$ cat src/inc/motor_prot_pkg.sv
// constants, register map and carrier types for the current protection block
// assumes a 50 MHz core clock and phase magnitudes in the same units as the
// full load current and transformer primary settings
package motor_prot_pkg;
  localparam int CLK_HZ = 50_000_000;
  localparam int TICK_MS = 10;
  localparam int TICK_CYCLES = TICK_MS * (CLK_HZ / 1000);
  localparam int SC_INST_MS = 45;
  localparam int SC_INST_CYCLES = SC_INST_MS * (CLK_HZ / 1000);
  localparam int TICKS_PER_SEC = 1000 / TICK_MS;

  localparam logic [7:0] ADR_CTRL = 8'h00;
  localparam logic [7:0] ADR_FLA = 8'h04;
  localparam logic [7:0] ADR_CT = 8'h08;
  localparam logic [7:0] ADR_UC_BLOCK = 8'h0C;
  localparam logic [7:0] ADR_STATUS = 8'h10;
  localparam logic [7:0] ADR_MASK = 8'h14;
  localparam logic [7:0] ADR_STATE = 8'h18;
  localparam logic [7:0] ADR_ELEM_BASE = 8'h20;

  localparam int CTRL_LATCH_CLR = 0;
  localparam int CTRL_VFD = 1;

  localparam int NUM_ELEM = 7;
  localparam int E_OL = 0;
  localparam int E_SC = 1;
  localparam int E_SCB = 2;
  localparam int E_JAMA = 3;
  localparam int E_JAMT = 4;
  localparam int E_UCA = 5;
  localparam int E_UCT = 6;

  // relay mask bits: primary (alarm or trip relay, none for a backup element), aux one, aux two
  localparam int RLY_MAIN = 0;
  localparam int RLY_AUXILIARY_RELAY_ONE = 1;
  localparam int RLY_AUXILIARY_RELAY_TWO = 2;

  typedef enum logic [1:0] {
    MODE_OFF = 2'b00,
    MODE_LATCHED = 2'b01,
    MODE_UNLATCHED = 2'b10
  } mode_e;

  typedef enum logic [2:0] {
    MOTOR_STOPPED = 3'b001,
    MOTOR_STARTING = 3'b010,
    MOTOR_RUNNING = 3'b100
  } motor_state_e;

  typedef struct packed {
    logic [15:0] a;
    logic [15:0] b;
    logic [15:0] c;
  } phase_s;

  typedef struct packed {
    logic [5:0] rsvd_hi;
    logic [9:0] level;
    logic [10:0] rsvd_lo;
    logic [2:0] relays;
    mode_e mode;
  } elem_cfg_s;

  // delay unit of each element in 10 ms ticks
  localparam logic [6:0] DLY_SCALE [NUM_ELEM] =
    '{7'h0A, 7'h01, 7'h01, 7'h32, 7'h32, 7'h64, 7'h64};
  // 0 alarm, 1 trip, 2 backup trip
  localparam logic [1:0] ELEM_KIND [NUM_ELEM] =
    '{2'h0, 2'h1, 2'h2, 2'h0, 2'h1, 2'h0, 2'h1};
  localparam logic [31:0] CFG_RST [NUM_ELEM] =
    '{32'h0065_0004, 32'h0064_0004, 32'h0000_0008, 32'h0096_0004,
      32'h0096_0004, 32'h0046_0004, 32'h0046_0004};
  localparam logic [31:0] DLY_RST [NUM_ELEM] =
    '{32'h0000_000A, 32'h0000_0000, 32'h0000_0014, 32'h0000_0002,
      32'h0000_0002, 32'h0000_0001, 32'h0000_0001};
  localparam logic [15:0] FLA_RST = 16'h0064;
  localparam logic [15:0] CT_RST = 16'h0064;
  // level units: hundredths of full load, tenths of transformer primary
  localparam logic [6:0] FLA_LVL_DIV = 7'h64;
  localparam logic [6:0] CT_LVL_DIV = 7'h0A;
endpackage

$ cat src/design/motor_prot.sv
// current based protection elements behind a classic wishbone slave
// assumes phase magnitudes and motor state come from same-clock logic
//
// Functional notes
// RQ1 - overload alarm only running above level
// RQ2 - overload alarm suppressed while starting
// RQ3 - overload level 1.01-1.50, delay 0.1 s steps
// RQ4 - modes off/latched/unlatched; variable frequency forbids unlatched (code holds only short circuit and backup as latched)
// RQ5 - short circuit trips above pickup for delay
// RQ6 - short circuit delay added after 45 ms
// RQ7 - short circuit pickup and delays settable ranges
// RQ8 - backup trip if current persists past delay
// RQ9 - main and backup timers start at pickup
// RQ10 - short circuit delay counts 10 ms steps
// RQ11 - jam acts after start above pickup
// RQ12 - jam levels and 0.5 s delays
// RQ13 - undercurrent acts below pickup for delay
// RQ14 - undercurrent only starting or running
// RQ15 - block from start delays undercurrent
// RQ16 - undercurrent block, levels, delays settable
// RQ17 - relay routing per alarm, trip, backup
// RQ18 - latched holds until reset, unlatched follows
// RQ19 - dropout clears element timer
`timescale 1ns/100ps
module motor_prot
  import motor_prot_pkg::*;
#(
  parameter int TICK_CNT = TICK_CYCLES,
  parameter int SC_INST_CNT = SC_INST_CYCLES
) (
  input wire logic core_clk, // 50 MHz clock
  input wire logic rst, // synchronous reset, active high
  input wire logic wb_cyc_i, // wishbone cycle
  input wire logic wb_stb_i, // wishbone strobe
  input wire logic wb_we_i, // wishbone write
  input wire logic [7:0] wb_adr_i, // byte address
  input wire logic [3:0] wb_sel_i, // byte lanes
  input wire logic [31:0] wb_dat_i, // write data
  output logic [31:0] wb_dat_o, // read data
  output logic wb_ack_o, // acknowledge
  input wire phase_s phase_i, // phase current magnitudes
  input wire motor_state_e motor_state_i, // stopped, starting, running
  output logic alarm_relay, // alarm relay drive
  output logic trip_relay, // trip relay drive
  output logic auxiliary_relay_one, // first auxiliary relay
  output logic auxiliary_relay_two, // second auxiliary relay
  output logic irq // level interrupt
);

  logic [31:0] cfg_reg [NUM_ELEM];
  logic [31:0] dly_reg [NUM_ELEM];
  logic [1:0] ctrl_reg;
  logic [15:0] fla_reg;
  logic [15:0] ct_reg;
  logic [13:0] uc_block_reg;
  logic [NUM_ELEM-1:0] status_reg;
  logic [NUM_ELEM-1:0] mask_reg;
  logic [NUM_ELEM-1:0] act_reg;
  logic [NUM_ELEM-1:0] act_next;
  logic [NUM_ELEM-1:0] pick;
  logic [NUM_ELEM-1:0] done;
  logic [23:0] cnt_reg [NUM_ELEM];
  logic [31:0] tick_cnt_reg;
  logic tick;
  logic [21:0] inst_cnt_reg;
  logic inst_done;
  logic sc_seen_reg;
  logic [6:0] sec_div_reg;
  logic [13:0] sec_cnt_reg;
  motor_state_e state_prev_reg;
  logic start_det;
  logic uc_blocked;
  logic latch_clr;
  logic wr_req;
  logic rd_hit;
  logic [7:0] eoff;
  logic [2:0] eidx;
  logic elem_sel;
  logic [31:0] rd_data;

  function automatic logic [31:0] wmerge(input logic [31:0] old,
                                         input logic [31:0] dat,
                                         input logic [3:0] sel);
    logic [31:0] r;
    r = old;
    for (int b = 0; b < 4; b++) begin
      if (sel[b]) begin
        r[b*8 +: 8] = dat[b*8 +: 8];
      end
    end
    return r;
  endfunction

  // true when i / base exceeds lvl / div, done without a divider
  function automatic logic above(input logic [15:0] i,
                                 input logic [15:0] base,
                                 input logic [9:0] lvl,
                                 input logic [6:0] div);
    return ({16'h0, i} * {25'h0, div}) > ({22'h0, lvl} * {16'h0, base});
  endfunction

  function automatic logic below(input logic [15:0] i,
                                 input logic [15:0] base,
                                 input logic [9:0] lvl,
                                 input logic [6:0] div);
    return ({16'h0, i} * {25'h0, div}) < ({22'h0, lvl} * {16'h0, base});
  endfunction

  function automatic logic any_above(input phase_s p,
                                     input logic [15:0] base,
                                     input logic [9:0] lvl,
                                     input logic [6:0] div);
    return above(p.a, base, lvl, div) | above(p.b, base, lvl, div) |
           above(p.c, base, lvl, div);
  endfunction

  function automatic logic any_below(input phase_s p,
                                     input logic [15:0] base,
                                     input logic [9:0] lvl,
                                     input logic [6:0] div);
    return below(p.a, base, lvl, div) | below(p.b, base, lvl, div) |
           below(p.c, base, lvl, div);
  endfunction

  function automatic logic [9:0] lvl_of(input logic [31:0] c);
    elem_cfg_s s;
    s = elem_cfg_s'(c);
    return s.level;
  endfunction

  function automatic mode_e mode_of(input logic [31:0] c);
    elem_cfg_s s;
    s = elem_cfg_s'(c);
    return s.mode;
  endfunction

  function automatic logic rly_on(input logic [31:0] c, input int b);
    elem_cfg_s s;
    s = elem_cfg_s'(c);
    return s.relays[b];
  endfunction

  // bus decode
  assign wr_req = wb_cyc_i & wb_stb_i & wb_we_i & ~wb_ack_o;
  assign eoff = wb_adr_i - ADR_ELEM_BASE;
  assign eidx = eoff[5:3];
  assign elem_sel = (wb_adr_i >= ADR_ELEM_BASE) && (eoff[7:6] == 2'b00) &&
                    (32'(eidx) < NUM_ELEM);
  assign latch_clr = wr_req && (wb_adr_i == ADR_CTRL) && wb_sel_i[0] &&
                     wb_dat_i[CTRL_LATCH_CLR];
  assign rd_hit = wb_cyc_i & wb_stb_i & ~wb_we_i & ~wb_ack_o;

  // ack one cycle after the request, dropped the cycle after
  always_ff @(posedge core_clk) begin
    if (rst) begin
      wb_ack_o <= 1'b0;
    end else begin
      wb_ack_o <= wb_cyc_i & wb_stb_i & ~wb_ack_o;
    end
  end

  always_comb begin
    rd_data = 32'h0000_0000;
    if (elem_sel) begin
      rd_data = eoff[2] ? dly_reg[eidx] : cfg_reg[eidx];
    end else begin
      unique case (wb_adr_i)
        ADR_CTRL: rd_data = {30'h0, ctrl_reg[CTRL_VFD], 1'b0};
        ADR_FLA: rd_data = {16'h0, fla_reg};
        ADR_CT: rd_data = {16'h0, ct_reg};
        ADR_UC_BLOCK: rd_data = {18'h0, uc_block_reg};
        ADR_STATUS: rd_data = {25'h0, status_reg};
        ADR_MASK: rd_data = {25'h0, mask_reg};
        ADR_STATE: rd_data = {13'h0000, 3'(motor_state_i), 4'h0,
                              auxiliary_relay_two, auxiliary_relay_one,
                              trip_relay, alarm_relay, 1'b0, act_reg};
        default: rd_data = 32'h0000_0000;
      endcase
    end
  end

  // unmapped reads answer zero, unmapped writes are dropped
  always_ff @(posedge core_clk) begin
    if (rst) begin
      wb_dat_o <= 32'h0000_0000;
    end else if (rd_hit) begin
      wb_dat_o <= rd_data;
    end
  end

  always_ff @(posedge core_clk) begin
    if (rst) begin
      ctrl_reg <= 2'b00;
      fla_reg <= FLA_RST;
      ct_reg <= CT_RST;
      uc_block_reg <= 14'h0000;
      mask_reg <= '0;
      for (int k = 0; k < NUM_ELEM; k++) begin
        cfg_reg[k] <= CFG_RST[k];
        dly_reg[k] <= DLY_RST[k];
      end
    end else if (wr_req) begin
      if (elem_sel && eoff[2]) begin
        dly_reg[eidx] <= wmerge(dly_reg[eidx], wb_dat_i, wb_sel_i);
      end else if (elem_sel) begin
        cfg_reg[eidx] <= wmerge(cfg_reg[eidx], wb_dat_i, wb_sel_i);
      end
      unique case (wb_adr_i)
        ADR_CTRL: ctrl_reg <= 2'(wmerge({30'h0, ctrl_reg}, wb_dat_i,
                                        wb_sel_i) & 32'h0000_0002);
        ADR_FLA: fla_reg <= 16'(wmerge({16'h0, fla_reg}, wb_dat_i,
                                       wb_sel_i));
        ADR_CT: ct_reg <= 16'(wmerge({16'h0, ct_reg}, wb_dat_i, wb_sel_i));
        ADR_UC_BLOCK: uc_block_reg <= 14'(wmerge({18'h0, uc_block_reg},
                                                 wb_dat_i, wb_sel_i));
        ADR_MASK: mask_reg <= 7'(wmerge({25'h0, mask_reg}, wb_dat_i,
                                        wb_sel_i));
        default: ;
      endcase
    end
  end

  // RQ10 10 ms time base
  always_ff @(posedge core_clk) begin
    if (rst || tick) begin
      tick_cnt_reg <= 32'h0000_0000;
    end else begin
      tick_cnt_reg <= tick_cnt_reg + 32'h0000_0001;
    end
  end
  assign tick = (tick_cnt_reg == 32'(TICK_CNT - 1));

  // RQ15 start detection opens the block window
  assign start_det = (state_prev_reg == MOTOR_STOPPED) &&
                     (motor_state_i == MOTOR_STARTING);
  always_ff @(posedge core_clk) begin
    if (rst) begin
      state_prev_reg <= MOTOR_STOPPED;
      sec_div_reg <= 7'h00;
      sec_cnt_reg <= 14'h0000;
    end else begin
      state_prev_reg <= motor_state_i;
      if (start_det) begin
        sec_div_reg <= 7'h00;
        sec_cnt_reg <= 14'h0000;
      end else if (tick && uc_blocked) begin
        if (sec_div_reg == 7'(TICKS_PER_SEC - 1)) begin
          sec_div_reg <= 7'h00;
          sec_cnt_reg <= sec_cnt_reg + 14'h0001;
        end else begin
          sec_div_reg <= sec_div_reg + 7'h01;
        end
      end
    end
  end
  // zero setting never blocks
  assign uc_blocked = sec_cnt_reg < uc_block_reg;

  // RQ6 fixed instantaneous operate time runs from pickup
  always_ff @(posedge core_clk) begin
    if (rst || !pick[E_SC]) begin
      inst_cnt_reg <= 22'h00_0000;
    end else if (!inst_done) begin
      inst_cnt_reg <= inst_cnt_reg + 22'h00_0001;
    end
  end
  assign inst_done = (inst_cnt_reg >= 22'(SC_INST_CNT));

  // pickup conditions
  always_comb begin
    // RQ1 overload alarm needs running; RQ2 starting suppresses it
    pick[E_OL] = (motor_state_i == MOTOR_RUNNING) &&
                 any_above(phase_i, fla_reg, lvl_of(cfg_reg[E_OL]),
                           FLA_LVL_DIV);
    // RQ5 any phase over the transformer multiple
    pick[E_SC] = any_above(phase_i, ct_reg, lvl_of(cfg_reg[E_SC]),
                           CT_LVL_DIV);
    // RQ9 backup timer shares the short circuit pickup
    pick[E_SCB] = pick[E_SC];
    // RQ11 jam only once start is complete
    for (int k = E_JAMA; k <= E_JAMT; k++) begin
      pick[k] = (motor_state_i == MOTOR_RUNNING) &&
                any_above(phase_i, fla_reg, lvl_of(cfg_reg[k]),
                          FLA_LVL_DIV);
    end
    // RQ13 undercurrent; RQ14 not while stopped; RQ15 block window
    for (int k = E_UCA; k <= E_UCT; k++) begin
      pick[k] = (motor_state_i != MOTOR_STOPPED) && !uc_blocked &&
                any_below(phase_i, fla_reg, lvl_of(cfg_reg[k]),
                          FLA_LVL_DIV);
    end
  end

  // RQ19 element timers clear on dropout and restart from zero
  // RQ6 short circuit delay waits out the operate time first
  always_ff @(posedge core_clk) begin
    for (int k = 0; k < NUM_ELEM; k++) begin
      if (rst || !pick[k] || mode_of(cfg_reg[k]) == MODE_OFF) begin
        cnt_reg[k] <= 24'h00_0000;
      end else if (tick && !done[k] && (k != E_SC || inst_done)) begin
        cnt_reg[k] <= cnt_reg[k] + 24'h00_0001;
      end
    end
  end

  // RQ3 RQ7 RQ12 RQ16 delay settings scaled to 10 ms ticks
  always_comb begin
    for (int k = 0; k < NUM_ELEM; k++) begin
      done[k] = pick[k] && (mode_of(cfg_reg[k]) != MODE_OFF) &&
                (cnt_reg[k] >= 24'(dly_reg[k][15:0]) * 24'(DLY_SCALE[k]));
    end
    // RQ6 programmed delay counts on top of 45 ms
    done[E_SC] = done[E_SC] && inst_done;
    // RQ8 backup only after the main trip has operated
    done[E_SCB] = done[E_SCB] && inst_done && sc_seen_reg;
  end

  always_ff @(posedge core_clk) begin
    if (rst || !pick[E_SC]) begin
      sc_seen_reg <= 1'b0;
    end else if (done[E_SC]) begin
      sc_seen_reg <= 1'b1;
    end
  end

  // RQ18 latched holds until clear, a live condition sets again
  always_comb begin
    for (int k = 0; k < NUM_ELEM; k++) begin
      unique case (mode_of(cfg_reg[k]))
        MODE_LATCHED: act_next[k] = done[k] | (act_reg[k] & ~latch_clr);
        // RQ4 variable frequency treats unlatched short circuit as latched
        MODE_UNLATCHED: act_next[k] = (ctrl_reg[CTRL_VFD] &&
                                       ELEM_KIND[k] != 2'h0 &&
                                       (k == E_SC || k == E_SCB)) ?
                                      (done[k] | (act_reg[k] & ~latch_clr)) :
                                      done[k];
        default: act_next[k] = 1'b0;
      endcase
    end
  end

  // rising outputs set sticky status; a new event beats the clear
  always_ff @(posedge core_clk) begin
    if (rst) begin
      act_reg <= '0;
      status_reg <= '0;
    end else begin
      act_reg <= act_next;
      status_reg <= (status_reg &
                     ~((wr_req && wb_adr_i == ADR_STATUS && wb_sel_i[0]) ?
                       wb_dat_i[NUM_ELEM-1:0] : 7'h00)) |
                    (act_next & ~act_reg);
    end
  end

  // RQ17 relay routing; backup never reaches the trip relay
  always_ff @(posedge core_clk) begin
    if (rst) begin
      alarm_relay <= 1'b0;
      trip_relay <= 1'b0;
      auxiliary_relay_one <= 1'b0;
      auxiliary_relay_two <= 1'b0;
      irq <= 1'b0;
    end else begin
      alarm_relay <= 1'b0;
      trip_relay <= 1'b0;
      auxiliary_relay_one <= 1'b0;
      auxiliary_relay_two <= 1'b0;
      for (int k = 0; k < NUM_ELEM; k++) begin
        if (act_reg[k] && rly_on(cfg_reg[k], RLY_MAIN)) begin
          if (ELEM_KIND[k] == 2'h0) begin
            alarm_relay <= 1'b1;
          end else if (ELEM_KIND[k] == 2'h1) begin
            trip_relay <= 1'b1;
          end
        end
        if (act_reg[k] && rly_on(cfg_reg[k], RLY_AUXILIARY_RELAY_ONE)) begin
          auxiliary_relay_one <= 1'b1;
        end
        if (act_reg[k] && rly_on(cfg_reg[k], RLY_AUXILIARY_RELAY_TWO)) begin
          auxiliary_relay_two <= 1'b1;
        end
      end
      irq <= |(status_reg & mask_reg);
    end
  end

endmodule

$ cat config.mk
export PLATFORM = sky130hd
export DESIGN_NAME = motor_prot
export DESIGN_NICKNAME = d
export VERILOG_FILES = /design/src/inc/motor_prot_pkg.sv /design/src/design/motor_prot.sv
export SDC_FILE = /design/constraint.sdc
export NUM_CORES = 2
export LEC_CHECK = 0
export BUFFER_PORTS_ARGS = -buffer_cell sky130_fd_sc_hd__buf_2
export CORE_MARGIN = 5
export CORE_UTILIZATION = 40
export CTS_BUF_LIST = sky130_fd_sc_hd__clkbuf_8
export CTS_CLUSTER_DIAMETER = 60
export DETAILED_ROUTE_END_ITERATION = 12
export PLACE_DENSITY_LB_ADDON = 0.3
export SYNTH_ARGS = -nofsm -noshare
export SYNTH_HDL_FRONTEND = slang
export SYNTH_SLANG_ARGS = --single-unit
$ cat constraint.sdc
create_clock -name core_clk -period 9.5 [get_ports core_clk]
set_input_delay 0.475 -clock core_clk [delete_from_list [all_inputs] [get_ports core_clk]]
set_output_delay 0.475 -clock core_clk [all_outputs]
set_load 0.02 [all_outputs]
==> flow_metrics.env <==
export IMPL_cp_slowest_cell="fa_1"
export IMPL_hold_ws_ps=110
export IMPL_core_area_sq_um=240000
export IMPL_period_needed_ps=9150
export IMPL_fp_dieH_um=500
export IMPL_cp_slowest_stage_delay_ps=570
export IMPL_power_density_nw_per_um2=127
export IMPL_overflow=0
export IMPL_grt_usage_pct=25.4
export IMPL_fill_cells=23200
export IMPL_finalWeightedCongestion=0.990
export IMPL_synth_xor_area_share_pct=4.52
export IMPL_max_freq_ghz=0.109
export IMPL_grt_first_pass_wirelength_mm=483
export IMPL_worst_path_max_fanout=24
export IMPL_first_pass_iters=7
export IMPL_cts_max_path_buffers=3
export IMPL_synth_cell_types=110
export IMPL_finalWirelength_mm=324
export IMPL_synth_edf_count=616
export IMPL_grt_pass1_vias=77700
export IMPL_synth_mux_area_share_pct=3.93
export IMPL_die_area_sq_um=250000
export IMPL_synth_top_family_by_area="adder cells"
export IMPL_hold_class="input pin to register"
export IMPL_crit_path_end_kind="register"
export IMPL_viasPerCell=5.60
export IMPL_synth_top_cells_by_count="inv_1, ha_1, nand2_1"
export IMPL_antenna_found_initial=19
export IMPL_yosys_area_share_simple_pct=16.3
export IMPL_cts_buffers=153
export IMPL_grt_max_degree=56
export IMPL_syn_inst=10300
export IMPL_cts_tree="done"
export IMPL_dr_first_iter_drc_count=7444
export IMPL_startpoint="fla_reg[3]$_SDFFE_PP0P_"
export IMPL_slew_headroom_pct=12.6
export IMPL_status="finished clean"
export IMPL_r2r_start="fla_reg[3]$_SDFFE_PP0P_"
export IMPL_dp_hpwl_mm=253
export IMPL_fin_crit_sh_pct=96.3
export IMPL_p_leak_nw=50.1
export IMPL_hold_depth=3
export IMPL_crit_path_frequent_cell="fa_1"
export IMPL_async_flop_share_pct=0
export IMPL_ys_seq_area_share_pct=24.4
export IMPL_yosysMostFrequentCell="inv_1"
export IMPL_synthFlopType="edfxtp_1"
export IMPL_hold_viol_final=0
export IMPL_worstMarginPinSlew_ps=1300
export IMPL_min_from="wb_dat_i[10]"
export IMPL_required_ps=10040
export IMPL_crit_type="register to register"
export IMPL_critPathArrivalTime_ps=9690
export IMPL_yosysTopAreaCellShare_pct=19.3
export IMPL_rsz0062_at_grt="false"
export IMPL_ff_latch_area_sq_um=23500
export IMPL_dieWidth_um=500
export IMPL_crit_path_start_kind="register"
export IMPL_clk_latency_ps=910
export IMPL_start_util_pct=40.1
export IMPL_cts_clk_slew_worst_paths_ps=60
export IMPL_yosys_register_bits=865
export IMPL_setup_tns_ps=0
export IMPL_r2r_cells=33
export IMPL_fin_util_pct=43.7
export IMPL_area_delta_synth_final_pct=9.16
export IMPL_syn_area_sq_um=96100
export IMPL_syn_avg_cell_area_sq_um=9.33
export IMPL_yosys_area_top_type="edfxtp_1"
export IMPL_final_setup_viol_count=0
export IMPL_max_cap_violations=0
export IMPL_fin_worst_skew_ps=55.9
export IMPL_yosysWarnings=0
export IMPL_cts_root_buf="clkbuf_8"
export IMPL_synth_area_leaders="edfxtp_1, ha_1, fa_1, inv_1, dfxtp_1"
export IMPL_peakVddDrop_mv=0.142
export IMPL_layout_drive_gt1_share_pct=8.21
export IMPL_h_tree_depth=4
export IMPL_port_buffer_count=137
export IMPL_synth_compound_area_share_pct=10.2
export IMPL_nNetsFinal=12700
export IMPL_drc=0
export IMPL_drt_wirelength_per_cell_um=23.4
export IMPL_vias=77600
export IMPL_cts_sinks=865
export IMPL_synth_fa_ha_area_share_pct=33.4
export IMPL_multi_input_area_sq_um=66300
export IMPL_boundaryPins=138
export IMPL_maxSlewViolCount=0
export IMPL_ant_nets=0
export IMPL_rows=180
worst max-delay path, delay by kind of cell, from the launching register on:
kind | cells | cell delay (ps)
flops | 1 | 420
xor+xnor | 1 | 460
compound gates | 13 | 2580
buf+inv | 6 | 770
simple gates | 4 | 640
fa+ha+maj | 9 | 3910
worst paths after layout:
kind / endpoint / slack (ps)
max: cnt_reg[0][16]$_SDFFCE_PN0P_ / 350
min: uc_block_reg[10]$_SDFFE_PP0P_ / 110
max reg2reg: cnt_reg[0][16]$_SDFFCE_PN0P_ / 350
min reg2reg: tick_cnt_reg[0]$_SDFF_PP0_ / 450
cells in the final DEF, fill, tap and decap left out, types with 80 or more instances in the layout:
master	instances
a21o_1	236
a21oi_1	417
and2_1	455
and3_1	86
buf_2	133
buf_4	220
clkbuf_8	174
dfxtp_1	233
edfxtp_1	616
fa_1	741
ha_1	1369
inv_1	1435
mux4_2	128
nand2_1	1000
nand2b_1	89
nand3_1	208
nand4_1	124
nor2_1	935
nor3_1	80
nor4_1	115
o21ai_0	273
xnor2_1	234
xor2_1	232
metrics by stage:
| step | setup WS [ps] | cells | power [mW] | instance area (sq um) |
|---|---|---|---|---|
| after floorplan | 746 | 10400 | 7.74 | 96400 |
| after global placement | 389 | 13500 | 9.64 | 101000 |
| after detailed placement | 372 | 13500 | 9.76 | 101000 |
| after CTS | 331 | 13800 | 13.3 | 105000 |
| after global routing | 15.2 | 13800 | 14.1 | 105000 |
| final | 352 | 13800 | 13.4 | 105000 |
logic make-up (layout without fill, tap and decap cells):
family          count (synthesis)  after routing
simple gates                 3314           3314
fa+ha+maj                    2124           2124
buf+inv                      1792           2061
compound gates               1499           1499
flops                         865            865
xor+xnor                      492            492
mux                           213            213
other cells                     1             89
power by group:
part | internal (mW) | leakage, nW | switching, mW
Sequential | 4.15 | 8.48 | 0.129
Clock | 1.81 | 1.76 | 1.71
Combinational | 2.06 | 39.9 | 3.49
Total | 8.02 | 50.1 | 5.33
cell type report:
| cell class | instances | share of cell area (%) |
|---|---|---|
| Antenna cell | 13 | 0.0310 |
| Clock buffer | 173 | 2.27 |
| Clock inverter | 111 | 0.661 |
| Inverter | 1388 | 4.97 |
| Multi-Input combinational cell | 7718 | 63.2 |
| Sequential cell | 865 | 22.4 |
| Tap cell | 3185 | 3.80 |
| Timing Repair Buffer | 389 | 2.65 |
repair_timing:
action,in CTS,in global routing
setup endpoints to repair,0,180
buffers inserted,0,4
endpoints found under the hold margin,71,0
hold buffers,23,0
resized for setup,0,7
per-layer routing:
| metal | GRT usage (%) | vias to the layer above | share of wire, % | routed length (um) |
|---|---|---|---|---|
| li1 | - | 35400 | - | - |
| met1 | 33.3 | 38000 | 41 | 132000 |
| met2 | 39.3 | 3437 | 43 | 140000 |
| met3 | 4.66 | 763 | 8.9 | 28700 |
| met4 | 14.8 | 12 | 7.0 | 22800 |
| met5 | 0 | - | 0.022 | 72 |
Power figures use the tool's default switching activity.
